===== config.mk =====
export PLATFORM = sky130hd
export DESIGN_NAME = trxcs_regs
export DESIGN_NICKNAME = d
export VERILOG_FILES = /design/src/pkg/trxcs_pkg.sv /design/src/verilog/trxcs_regs.sv
export VERILOG_INCLUDE_DIRS = /design/src /design/src/pkg
export SDC_FILE = /design/constraint.sdc
export NUM_CORES = 1
export LEC_CHECK = 0
export ABC_AREA = 1
export BUFFER_PORTS_ARGS = -buffer_cell sky130_fd_sc_hd__buf_2
export CORE_MARGIN = 2
export CORE_UTILIZATION = 42
export CTS_CLUSTER_SIZE = 25
export DETAILED_ROUTE_END_ITERATION = 6
export GPL_TIMING_DRIVEN = 1
export PLACE_DENSITY = 0.79
export SLEW_MARGIN = 40
export SYNTH_ARGS = -nofsm -noshare
export SYNTH_HDL_FRONTEND = slang
export SYNTH_SLANG_ARGS = --single-unit

===== constraint.sdc =====
create_clock -name pclk -period 1.45 [get_ports pclk]
set_clock_uncertainty 0.05 [all_clocks]
set_input_delay 0.29 -clock pclk [delete_from_list [all_inputs] [get_ports pclk]]
set_output_delay 0.29 -clock pclk [all_outputs]
set_load 0.1 [all_outputs]

===== src/pkg/trxcs_cfg.svh =====
// Constants of the transceiver control and status register bank.
// Contract
// - Control bit 7 enables AGC lock
// - Control bit 6 forces LNA gain
// - Control bit 5 forces peak tracking
// - Bit 3 starts poll calibration, self-clears
// - Bit 2 starts FSK calibration, self-clears
// - Control bit 1 enables clock output
// - Control bit 0 forces deep sleep
// - Config0 bit 7 selects FSK or ASK
// - Config0 bit 6 forces transmit
// - Config0 bit 5 enables manual gain
// - Config0 bit 4 enables discontinuous receive
// - Config0 bits 3:2 off prescaler
// - Config0 bits 1:0 on prescaler
// - Config1 bit 6 auto FSK calibration
// - Config1 bit 5 continuous clock output
// - Config1 bits 4:3 clock divider select
// - Clock output zero when off, divides 1-8
// - Config1 bits 2:0 dwell exponent code
// - Status bit 7 PLL lock, blocks data
// - Status bit 6 LNA gain state
// - Status bit 5 crystal alive
// - Status read-only, bits 4:2 zero
// - Status bits 1:0 calibration done
// - Done set together with request clear
`ifndef TRXCS_CFG_SVH
`define TRXCS_CFG_SVH
`define TRXCS_IDX_CTRL 8'h01
`define TRXCS_IDX_CONFIGURATION_REGISTER_0 8'h02
`define TRXCS_IDX_CONFIGURATION_REGISTER_1 8'h03
`define TRXCS_IDX_STATUS 8'h1a
`define TRXCS_CTRL_MASK 8'hef
`define TRXCS_CONFIGURATION_REGISTER_0_MASK 8'hff
`define TRXCS_CONFIGURATION_REGISTER_1_MASK 8'h7f
`define TRXCS_RST_BYTE 8'h00
`define TRXCS_B_AGC_LOCK_ENABLE 7
`define TRXCS_B_GAIN 6
`define TRXCS_B_TRK 5
`define TRXCS_B_POLL_TIMER_CAL_START 3
`define TRXCS_B_FSK_CAL_START 2
`define TRXCS_B_XTAL_CLOCK_OUT_ENABLE 1
`define TRXCS_B_SLEEP 0
`define TRXCS_B_MODE 7
`define TRXCS_B_TX 6
`define TRXCS_B_MANUAL_GAIN_ENABLE 5
`define TRXCS_B_DRX 4
`define TRXCS_B_AUTO_FSK_CAL_ENABLE 6
`define TRXCS_B_CONTINUOUS_CLOCK_OUT 5
`define TRXCS_B_LOCK 7
`define TRXCS_B_LNA_GAIN_STATE 6
`define TRXCS_B_ALIVE 5
`define TRXCS_B_POLL_TIMER_CAL_DONE 1
`define TRXCS_B_FSK_CAL_DONE 0
`endif


===== src/pkg/trxcs_pkg.sv =====
// Types of the transceiver control and status register bank.
package trxcs_pkg;
    // Calibration engine state.
    typedef enum logic [1:0] {CAL_IDLE, CAL_BUSY} trxcs_cal_t;
endpackage


===== src/verilog/trxcs_regs.sv =====
// Control, configuration and status register bank with APB slave.
`timescale 1ns/1ns
`default_nettype none
`include "trxcs_cfg.svh"
module trxcs_regs
(
    // Clock, reset and clock enable.
    input wire logic pclk,
    input wire logic presetn,
    input wire logic clk_en,
    // APB slave.
    input wire logic psel,
    input wire logic penable,
    input wire logic pwrite,
    input wire logic [11:0] paddr,
    input wire logic [31:0] pwdata,
    output logic [31:0] prdata,
    output logic pready,
    output logic pslverr,
    // Status from the analog side.
    input wire logic pll_lock_in,
    input wire logic lna_high_gain_in,
    input wire logic xtal_valid_in,
    input wire logic enable_pin,
    input wire logic tr_pin,
    input wire logic drx_on_time,
    input wire logic drx_wake,
    input wire logic poll_cal_finish,
    input wire logic fsk_cal_finish,
    // Controls toward the radio.
    output logic agc_lock_enable,
    output logic lna_force_high,
    output logic manual_gain_enable,
    output logic peak_track_force,
    output logic deep_sleep,
    output logic fsk_mode,
    output logic transmit_active,
    output logic receive_active,
    output logic discontinuous_receive_enable,
    output logic [1:0] off_prescale,
    output logic [1:0] on_prescale,
    output logic [2:0] dwell_code,
    output logic [4:0] dwell_exponent,
    output logic poll_cal_run,
    output logic fsk_cal_run,
    output logic divided_clock_pin
);
    // Register storage; unused bits are never stored so they read zero.
    logic [7:0] ctrl_q, ctrl_d;
    logic [7:0] configuration_register_0_q, configuration_register_0_d;
    logic [7:0] configuration_register_1_q, configuration_register_1_d;
    logic poll_timer_cal_done_q, poll_timer_cal_done_d;
    logic fsk_cal_done_q, fsk_cal_done_d;
    logic [2:0] div_q;
    logic clk_pin_q;
    logic [31:0] prdata_q;
    trxcs_pkg::trxcs_cal_t fsk_cal_start_st_q;
    logic wake_q;

    // Word index from the byte address; printed offsets are indices.
    function automatic logic hit(input logic [11:0] a, input logic [7:0] idx);
        hit = (a[1:0] == 2'h0) && (a[11:2] == {2'h0, idx});
    endfunction

    // Bus decode; the slave always answers in the first access cycle.
    wire acc = psel && penable;
    wire wr = acc && pwrite && clk_en;
    wire sel_ctrl = hit(paddr, `TRXCS_IDX_CTRL);
    wire sel_c0 = hit(paddr, `TRXCS_IDX_CONFIGURATION_REGISTER_0);
    wire sel_c1 = hit(paddr, `TRXCS_IDX_CONFIGURATION_REGISTER_1);
    wire sel_st = hit(paddr, `TRXCS_IDX_STATUS);
    wire mapped = sel_ctrl || sel_c0 || sel_c1 || sel_st;
    assign pready = 1'b1;
    // Writes to status are refused with an error as well as ignored.
    assign pslverr = acc && (!mapped || (pwrite && sel_st));

    // Status byte composed from live inputs and done flags.
    wire [7:0] status_w = {pll_lock_in, lna_high_gain_in, xtal_valid_in, 3'h0,
                           poll_timer_cal_done_q, fsk_cal_done_q};
    wire [7:0] rd_byte = sel_ctrl ? ctrl_q : sel_c0 ? configuration_register_0_q :
                         sel_c1 ? configuration_register_1_q : sel_st ? status_w : 8'h00;

    // Auto FSK calibration when leaving sleep in discontinuous mode.
    wire wake_rise = drx_wake && !wake_q;
    wire auto_fsk_cal_start = wake_rise && configuration_register_1_q[`TRXCS_B_AUTO_FSK_CAL_ENABLE] && configuration_register_0_q[`TRXCS_B_DRX];

    // Next control value: write, then hardware clear on finish.
    always_comb
    begin
        ctrl_d = ctrl_q;
        configuration_register_0_d = configuration_register_0_q;
        configuration_register_1_d = configuration_register_1_q;
        poll_timer_cal_done_d = poll_timer_cal_done_q;
        fsk_cal_done_d = fsk_cal_done_q;
        if (wr && sel_ctrl)
        begin
            ctrl_d = pwdata[7:0] & `TRXCS_CTRL_MASK;
        end
        if (wr && sel_c0)
        begin
            configuration_register_0_d = pwdata[7:0] & `TRXCS_CONFIGURATION_REGISTER_0_MASK;
        end
        if (wr && sel_c1)
        begin
            configuration_register_1_d = pwdata[7:0] & `TRXCS_CONFIGURATION_REGISTER_1_MASK;
        end
        // A fresh start drops the old done flag.
        if (ctrl_d[`TRXCS_B_POLL_TIMER_CAL_START] && !ctrl_q[`TRXCS_B_POLL_TIMER_CAL_START])
        begin
            poll_timer_cal_done_d = 1'b0;
        end
        if ((ctrl_d[`TRXCS_B_FSK_CAL_START] && !ctrl_q[`TRXCS_B_FSK_CAL_START]) || auto_fsk_cal_start)
        begin
            fsk_cal_done_d = 1'b0;
        end
        // Finish clears the request and sets done in the same edge.
        if (ctrl_q[`TRXCS_B_POLL_TIMER_CAL_START] && poll_cal_finish)
        begin
            ctrl_d[`TRXCS_B_POLL_TIMER_CAL_START] = 1'b0;
            poll_timer_cal_done_d = 1'b1;
        end
        if (fsk_cal_start_st_q == trxcs_pkg::CAL_BUSY && fsk_cal_finish)
        begin
            ctrl_d[`TRXCS_B_FSK_CAL_START] = 1'b0;
            fsk_cal_done_d = 1'b1;
        end
    end

    // Register update; a write in the finishing cycle loses to the clear.
    always_ff @(posedge pclk or negedge presetn)
    begin
        if (!presetn)
        begin
            ctrl_q <= `TRXCS_RST_BYTE;
            configuration_register_0_q <= `TRXCS_RST_BYTE;
            configuration_register_1_q <= `TRXCS_RST_BYTE;
            poll_timer_cal_done_q <= 1'b0;
            fsk_cal_done_q <= 1'b0;
            wake_q <= 1'b0;
        end
        else if (clk_en)
        begin
            ctrl_q <= ctrl_d;
            configuration_register_0_q <= configuration_register_0_d;
            configuration_register_1_q <= configuration_register_1_d;
            poll_timer_cal_done_q <= poll_timer_cal_done_d;
            fsk_cal_done_q <= fsk_cal_done_d;
            wake_q <= drx_wake;
        end
    end

    // FSK calibration runs on request bit or automatic wake trigger.
    always_ff @(posedge pclk or negedge presetn)
    begin
        if (!presetn)
        begin
            fsk_cal_start_st_q <= trxcs_pkg::CAL_IDLE;
        end
        else if (clk_en)
        begin
            unique case (fsk_cal_start_st_q)
                trxcs_pkg::CAL_IDLE:
                begin
                    if (ctrl_q[`TRXCS_B_FSK_CAL_START] || auto_fsk_cal_start)
                    begin
                        fsk_cal_start_st_q <= trxcs_pkg::CAL_BUSY;
                    end
                end
                trxcs_pkg::CAL_BUSY:
                begin
                    if (fsk_cal_finish)
                    begin
                        fsk_cal_start_st_q <= trxcs_pkg::CAL_IDLE;
                    end
                end
            endcase
        end
    end

    // Read data register, captured in the setup cycle (psel high, penable low).
    always_ff @(posedge pclk or negedge presetn)
    begin
        if (!presetn)
        begin
            prdata_q <= 32'h0;
        end
        else if (clk_en && psel && !penable && !pwrite)
        begin
            prdata_q <= {24'h0, rd_byte};
        end
    end
    assign prdata = prdata_q;

    // Control decode toward the radio.
    assign agc_lock_enable = ctrl_q[`TRXCS_B_AGC_LOCK_ENABLE];
    assign manual_gain_enable = configuration_register_0_q[`TRXCS_B_MANUAL_GAIN_ENABLE];
    assign lna_force_high = ctrl_q[`TRXCS_B_GAIN];
    assign peak_track_force = ctrl_q[`TRXCS_B_TRK];
    assign deep_sleep = ctrl_q[`TRXCS_B_SLEEP];
    assign fsk_mode = configuration_register_0_q[`TRXCS_B_MODE];
    // Data only moves while the PLL is locked and the chip is awake.
    wire live = pll_lock_in && !deep_sleep;
    assign transmit_active = live && (configuration_register_0_q[`TRXCS_B_TX] || tr_pin);
    assign receive_active = live && !configuration_register_0_q[`TRXCS_B_TX] && !tr_pin;
    assign discontinuous_receive_enable = configuration_register_0_q[`TRXCS_B_DRX];
    assign off_prescale = configuration_register_0_q[3:2];
    assign on_prescale = configuration_register_0_q[1:0];
    assign dwell_code = configuration_register_1_q[2:0];
    assign dwell_exponent = 5'h09 + {1'b0, dwell_code, 1'b0};
    assign poll_cal_run = ctrl_q[`TRXCS_B_POLL_TIMER_CAL_START];
    assign fsk_cal_run = fsk_cal_start_st_q == trxcs_pkg::CAL_BUSY;

    // Clock output gating: continuous, or only in the active window.
    wire ck_window = configuration_register_0_q[`TRXCS_B_DRX] ? drx_on_time : enable_pin;
    wire ck_on = ctrl_q[`TRXCS_B_XTAL_CLOCK_OUT_ENABLE] && (configuration_register_1_q[`TRXCS_B_CONTINUOUS_CLOCK_OUT] || ck_window);
    wire [1:0] cdiv = configuration_register_1_q[4:3];

    // Divider: the pin toggles each clock for /2, each 2 for /4, each 4 for /8.
    // Divide by 1 passes pclk itself through a gate, so it is combinational.
    wire [2:0] div_lim = (cdiv == 2'h2) ? 3'h1 : (cdiv == 2'h3) ? 3'h3 : 3'h0;
    always_ff @(posedge pclk or negedge presetn)
    begin
        if (!presetn)
        begin
            div_q <= 3'h0;
            clk_pin_q <= 1'b0;
        end
        else if (clk_en)
        begin
            if (!ck_on || cdiv == 2'h0)
            begin
                div_q <= 3'h0;
                clk_pin_q <= 1'b0;
            end
            else if (div_q >= div_lim)
            begin
                div_q <= 3'h0;
                clk_pin_q <= !clk_pin_q;
            end
            else
            begin
                div_q <= div_q + 3'h1;
            end
        end
    end
    assign divided_clock_pin = (ck_on && cdiv == 2'h0) ? pclk : clk_pin_q;

    // Assertions.
    property p_poll_timer_cal_start_done;
        @(posedge pclk) disable iff (!presetn)
        (clk_en && ctrl_q[`TRXCS_B_POLL_TIMER_CAL_START] && poll_cal_finish) |=> (!ctrl_q[`TRXCS_B_POLL_TIMER_CAL_START] && poll_timer_cal_done_q);
    endproperty
    a_poll_timer_cal_start_done: assert property (p_poll_timer_cal_start_done) else $error("poll cal not retired");

    property p_fsk_cal_start_done;
        @(posedge pclk) disable iff (!presetn)
        (clk_en && fsk_cal_run && fsk_cal_finish) |=> (!ctrl_q[`TRXCS_B_FSK_CAL_START] && fsk_cal_done_q);
    endproperty
    a_fsk_cal_start_done: assert property (p_fsk_cal_start_done) else $error("fsk cal not retired");

    property p_fsk_cal_start_start;
        @(posedge pclk) disable iff (!presetn)
        (clk_en && !fsk_cal_run && auto_fsk_cal_start) |=> fsk_cal_run;
    endproperty
    a_fsk_cal_start_start: assert property (p_fsk_cal_start_start) else $error("auto cal missed");

    // Checks the read word itself, since the composed byte is zero there by construction.
    property p_status_rsvd;
        @(posedge pclk) disable iff (!presetn)
        (clk_en && $past(clk_en) && acc && !pwrite && sel_st) |->
            (prdata[31:8] == 24'h0 && prdata[4:2] == 3'h0 && prdata[7] == $past(pll_lock_in));
    endproperty
    a_status_rsvd: assert property (p_status_rsvd) else $error("status bits wrong");

    property p_st_write;
        @(posedge pclk) disable iff (!presetn)
        (wr && sel_st) |=> $stable(poll_timer_cal_done_q) || poll_cal_finish || $past(poll_cal_finish);
    endproperty
    a_st_write: assert property (p_st_write) else $error("status write took effect");

    property p_ctrl_rsvd;
        @(posedge pclk) disable iff (!presetn)
        ctrl_q[4] == 1'b0 && configuration_register_1_q[7] == 1'b0;
    endproperty
    a_ctrl_rsvd: assert property (p_ctrl_rsvd) else $error("unused bit stored");

    property p_clk_off;
        @(posedge pclk) disable iff (!presetn)
        (clk_en && !ck_on) |=> !clk_pin_q;
    endproperty
    a_clk_off: assert property (p_clk_off) else $error("clock pin not low");

    property p_div8;
        @(posedge pclk) disable iff (!presetn)
        (clk_en && ck_on && cdiv == 2'h3 && $rose(clk_pin_q)) |=>
            (!(clk_en && ck_on && cdiv == 2'h3) || clk_pin_q) [*3];
    endproperty
    a_div8: assert property (p_div8) else $error("divide by eight broken");

    property p_tx_lock;
        @(posedge pclk) disable iff (!presetn)
        !pll_lock_in |-> !transmit_active && !receive_active;
    endproperty
    a_tx_lock: assert property (p_tx_lock) else $error("data while unlocked");

    c_poll_timer_cal_start: cover property (@(posedge pclk) disable iff (!presetn) $rose(poll_timer_cal_done_q));
    c_fsk_cal_start: cover property (@(posedge pclk) disable iff (!presetn) $rose(fsk_cal_done_q));
    c_auto: cover property (@(posedge pclk) disable iff (!presetn) auto_fsk_cal_start);
    c_clk: cover property (@(posedge pclk) disable iff (!presetn) $rose(clk_pin_q));
endmodule
`default_nettype wire

==> qor.txt <==
Status: complete, but fails checks
Failing checks: negative setup slack
Met2 WL: 3590 um
Starting density of the core: 43.1%
Die Ht: 78.9 um
Commonest non-fill, non-tap cell in the layout: nand2_1
Met3 WL: 684 um
Drt wl/cell: 14.4 um
Die boundary width: 78.9 um
Yosys cell types: 28
Layout area overhead: 64.5%
Antenna viol nets, final: 0
Synthesized instance count: 309
Achievable Freq: 520 MHz
RSZ-0062 raised after global routing: true
Critical Path RT: 1.11 ns
Syn_area_per_cell: 7.63 um^2
Syn Std Cell Area: 2360 um^2
DR iter-0 viols: 230
Drt first pass iters: 4
Share of post-route cells with drive strength above 1: 48.2%
WP data arrival: 1.58 ns
Max Used Layer: met4
Worst Slack Setup Final: -0.472 ns
Layout fillers: 391
Reg-to-reg startpoint: configuration_register_1_q[4]
DP Worst Slack: -0.234 ns
WL met1: 2650 um
DP Wirelength: 4870 um
Final wirelength: 7180 um
VDD IR-drop max: 1.01 mV
Yosys top cell area share: 40.3%
CP Launch Type: flop
Commonest non-fill, non-tap cells in the layout: nand2_1 (68), buf_4 (54), dfrtp_1 (31)
First-pass GRT wire length: 11500 um
Antenna diodes: 0
Clock period minus worst slack: 1.92 ns
Largest net degree at the start of global routing: 24
Area after DPL: 3370 um^2
Hold Path Depth: 3
Global placer's final weighted congestion: 0.866
CTS tree: yes
Max cap viols: 0
GRT Total Usage: 24.3%
Critical Path Sink: divided_clock_pin
Setup Crit Path Kind: flop to output port
Period Utilization, post-route: 133%
Final total power: 2.87 mW
Core area: 5470 um^2
Aggregate global routing overflow: 0
Start point of the worst hold path: drx_wake
Clk_lat worst skew: 0.41 ns
Final Max Slew Viols: 0
Fin. Hold Viols: 0
Full die area: 6230 um^2
Final setup vio count: 14
PwrDens: 741 nW/um^2
Worst setup EP type: output port
Synth area leader: dfrtp_1
Reg2reg path depth: 9
Ys Warns: 0
FP Rows: 27
DR vias: 2468
Sequential-to-total area share from yosys stat: 40.3%
Initial antenna violation count: 0
Main area contributors after synthesis: dfrtp_1 (40%), nand2_1 (12%), buf_4 (11%), inv_1 (5.3%), nand3_1 (4.5%)
Design area: 3880 um^2
HP Class: input pin to flop
Clock Pin Slew Worst Setup and Hold Paths: 0.07 ns
Flops & latches, synth: 38
Vias in the first global route: 2507
R2R Setup Slk: -0.13 ns
Number of vias per cell: 4.95
Leak: 1.93 nW
I/O pin total: 117
Drc violations: 0
Worst setup path start: configuration_register_0_q[4]
Worst-path maximum fanout: 3
IO buf count: 66
Final nets: 488
End of the worst register-to-register path: div_q[2]
==> cell type report <==
class,count,area [um^2],share of cell area [%]
multi-input combinational,216,1280,32.9
timing repair buffer,123,1220,31.6
sequential,38,965,24.9
inverter,38,169,4.36
clock buffer,11,148,3.81
tap,72,90.1,2.32
clock inverter,1,5.00,0.129
==> worst max-delay path, cell delays in order (launching register included) <==
cell and delay, ns:
dfrtp_4 0.50, inv_4 0.06, a21oi_2 0.05, nand2_2 0.08, nand3_4 0.09, a21oi_4 0.19, buf_12 0.19
==> where the power goes <==
| part | internal [mW] | switching, mW | total [mW] |
|---|---|---|---|
| registers | 1.08 | 0.0215 | 1.10 |
| clock network | 0.562 | 0.433 | 0.995 |
| logic | 0.175 | 0.601 | 0.776 |
==> stage by stage <==
step                TNS, ns  util, %  hold WS, ns  std cells
finish                -2.02     70.9       0.0812        499
global placement      -3.57     61.5        0.180        469
CTS                   -2.22     68.5       0.0692        496
detailed placement    -5.14     61.5        0.186        469
global route          -2.81     70.9       0.0906        499
floorplan             -1.78        -      -0.0556        333
==> flip-flops by register name, indices dropped and copies added (netlist names) <==
signal,count
poll_timer_cal_done_q,1
configuration_register_1_q,7
clk_pin_q,1
fsk_cal_done_q,1
configuration_register_0_q,8
div_q,3
ctrl_q,7
prdata,8
fsk_cal_start_st_q,1
wake_q,1
==> logic make-up after synthesis <==
| logic type | count (synthesis) | synth area share, % |
|---|---|---|
| and+or+nand+nor | 144 | 27.9 |
| buffers and inverters | 79 | 19.0 |
| DFF | 38 | 40.3 |
| adders and majority gates | 3 | 1.59 |
| other | 2 | 0.319 |
| AOI/OAI and AO/OA | 43 | 10.8 |
==> Yosys cell counts, drive strengths merged <==
cell type  number
o211ai          1
o21ai          34
clkbuf          2
o31ai           1
nand4           5
o21bai          1
a211oi          1
nor4            1
nor2           30
nor3            4
a21oi           5
ha              3
buf            39
nand3          22
conb            2
inv            38
dfrtp          38
nand2          82
==> metal layers <==
| metal | up-vias | GRT usage [%] |
|---|---|---|
| li1 | 1153 | - |
| met1 | 1144 | 26.5 |
| met2 | 146 | 42.4 |
| met3 | 25 | 8.18 |
| met4 | 0 | 11.7 |
| met5 | - | 0 |
==> worst min path at each step <==
| stage | to | slack (ns) |
|---|---|---|
| finish | wake_q | 0.08 |
| global route | wake_q | 0.09 |
| CTS | wake_q | 0.07 |
| detailed placement | configuration_register_0_q[7] | 0.19 |
| global placement | ctrl_q[7] | 0.18 |
| floorplan | clk_pin_q | -0.06 |
==> what timing repair did <==
action | 4_1_cts | 5_1_grt
pin swaps | 19 | 9
setup buffers | 15 | 3
resized for setup | 39 | 27
hold buffers | 1 | 0
setup endpoints to repair | 24 | 19
endpoints found under the hold margin | 15 | 0
Note: power is estimated with default switching activity, not from simulation.
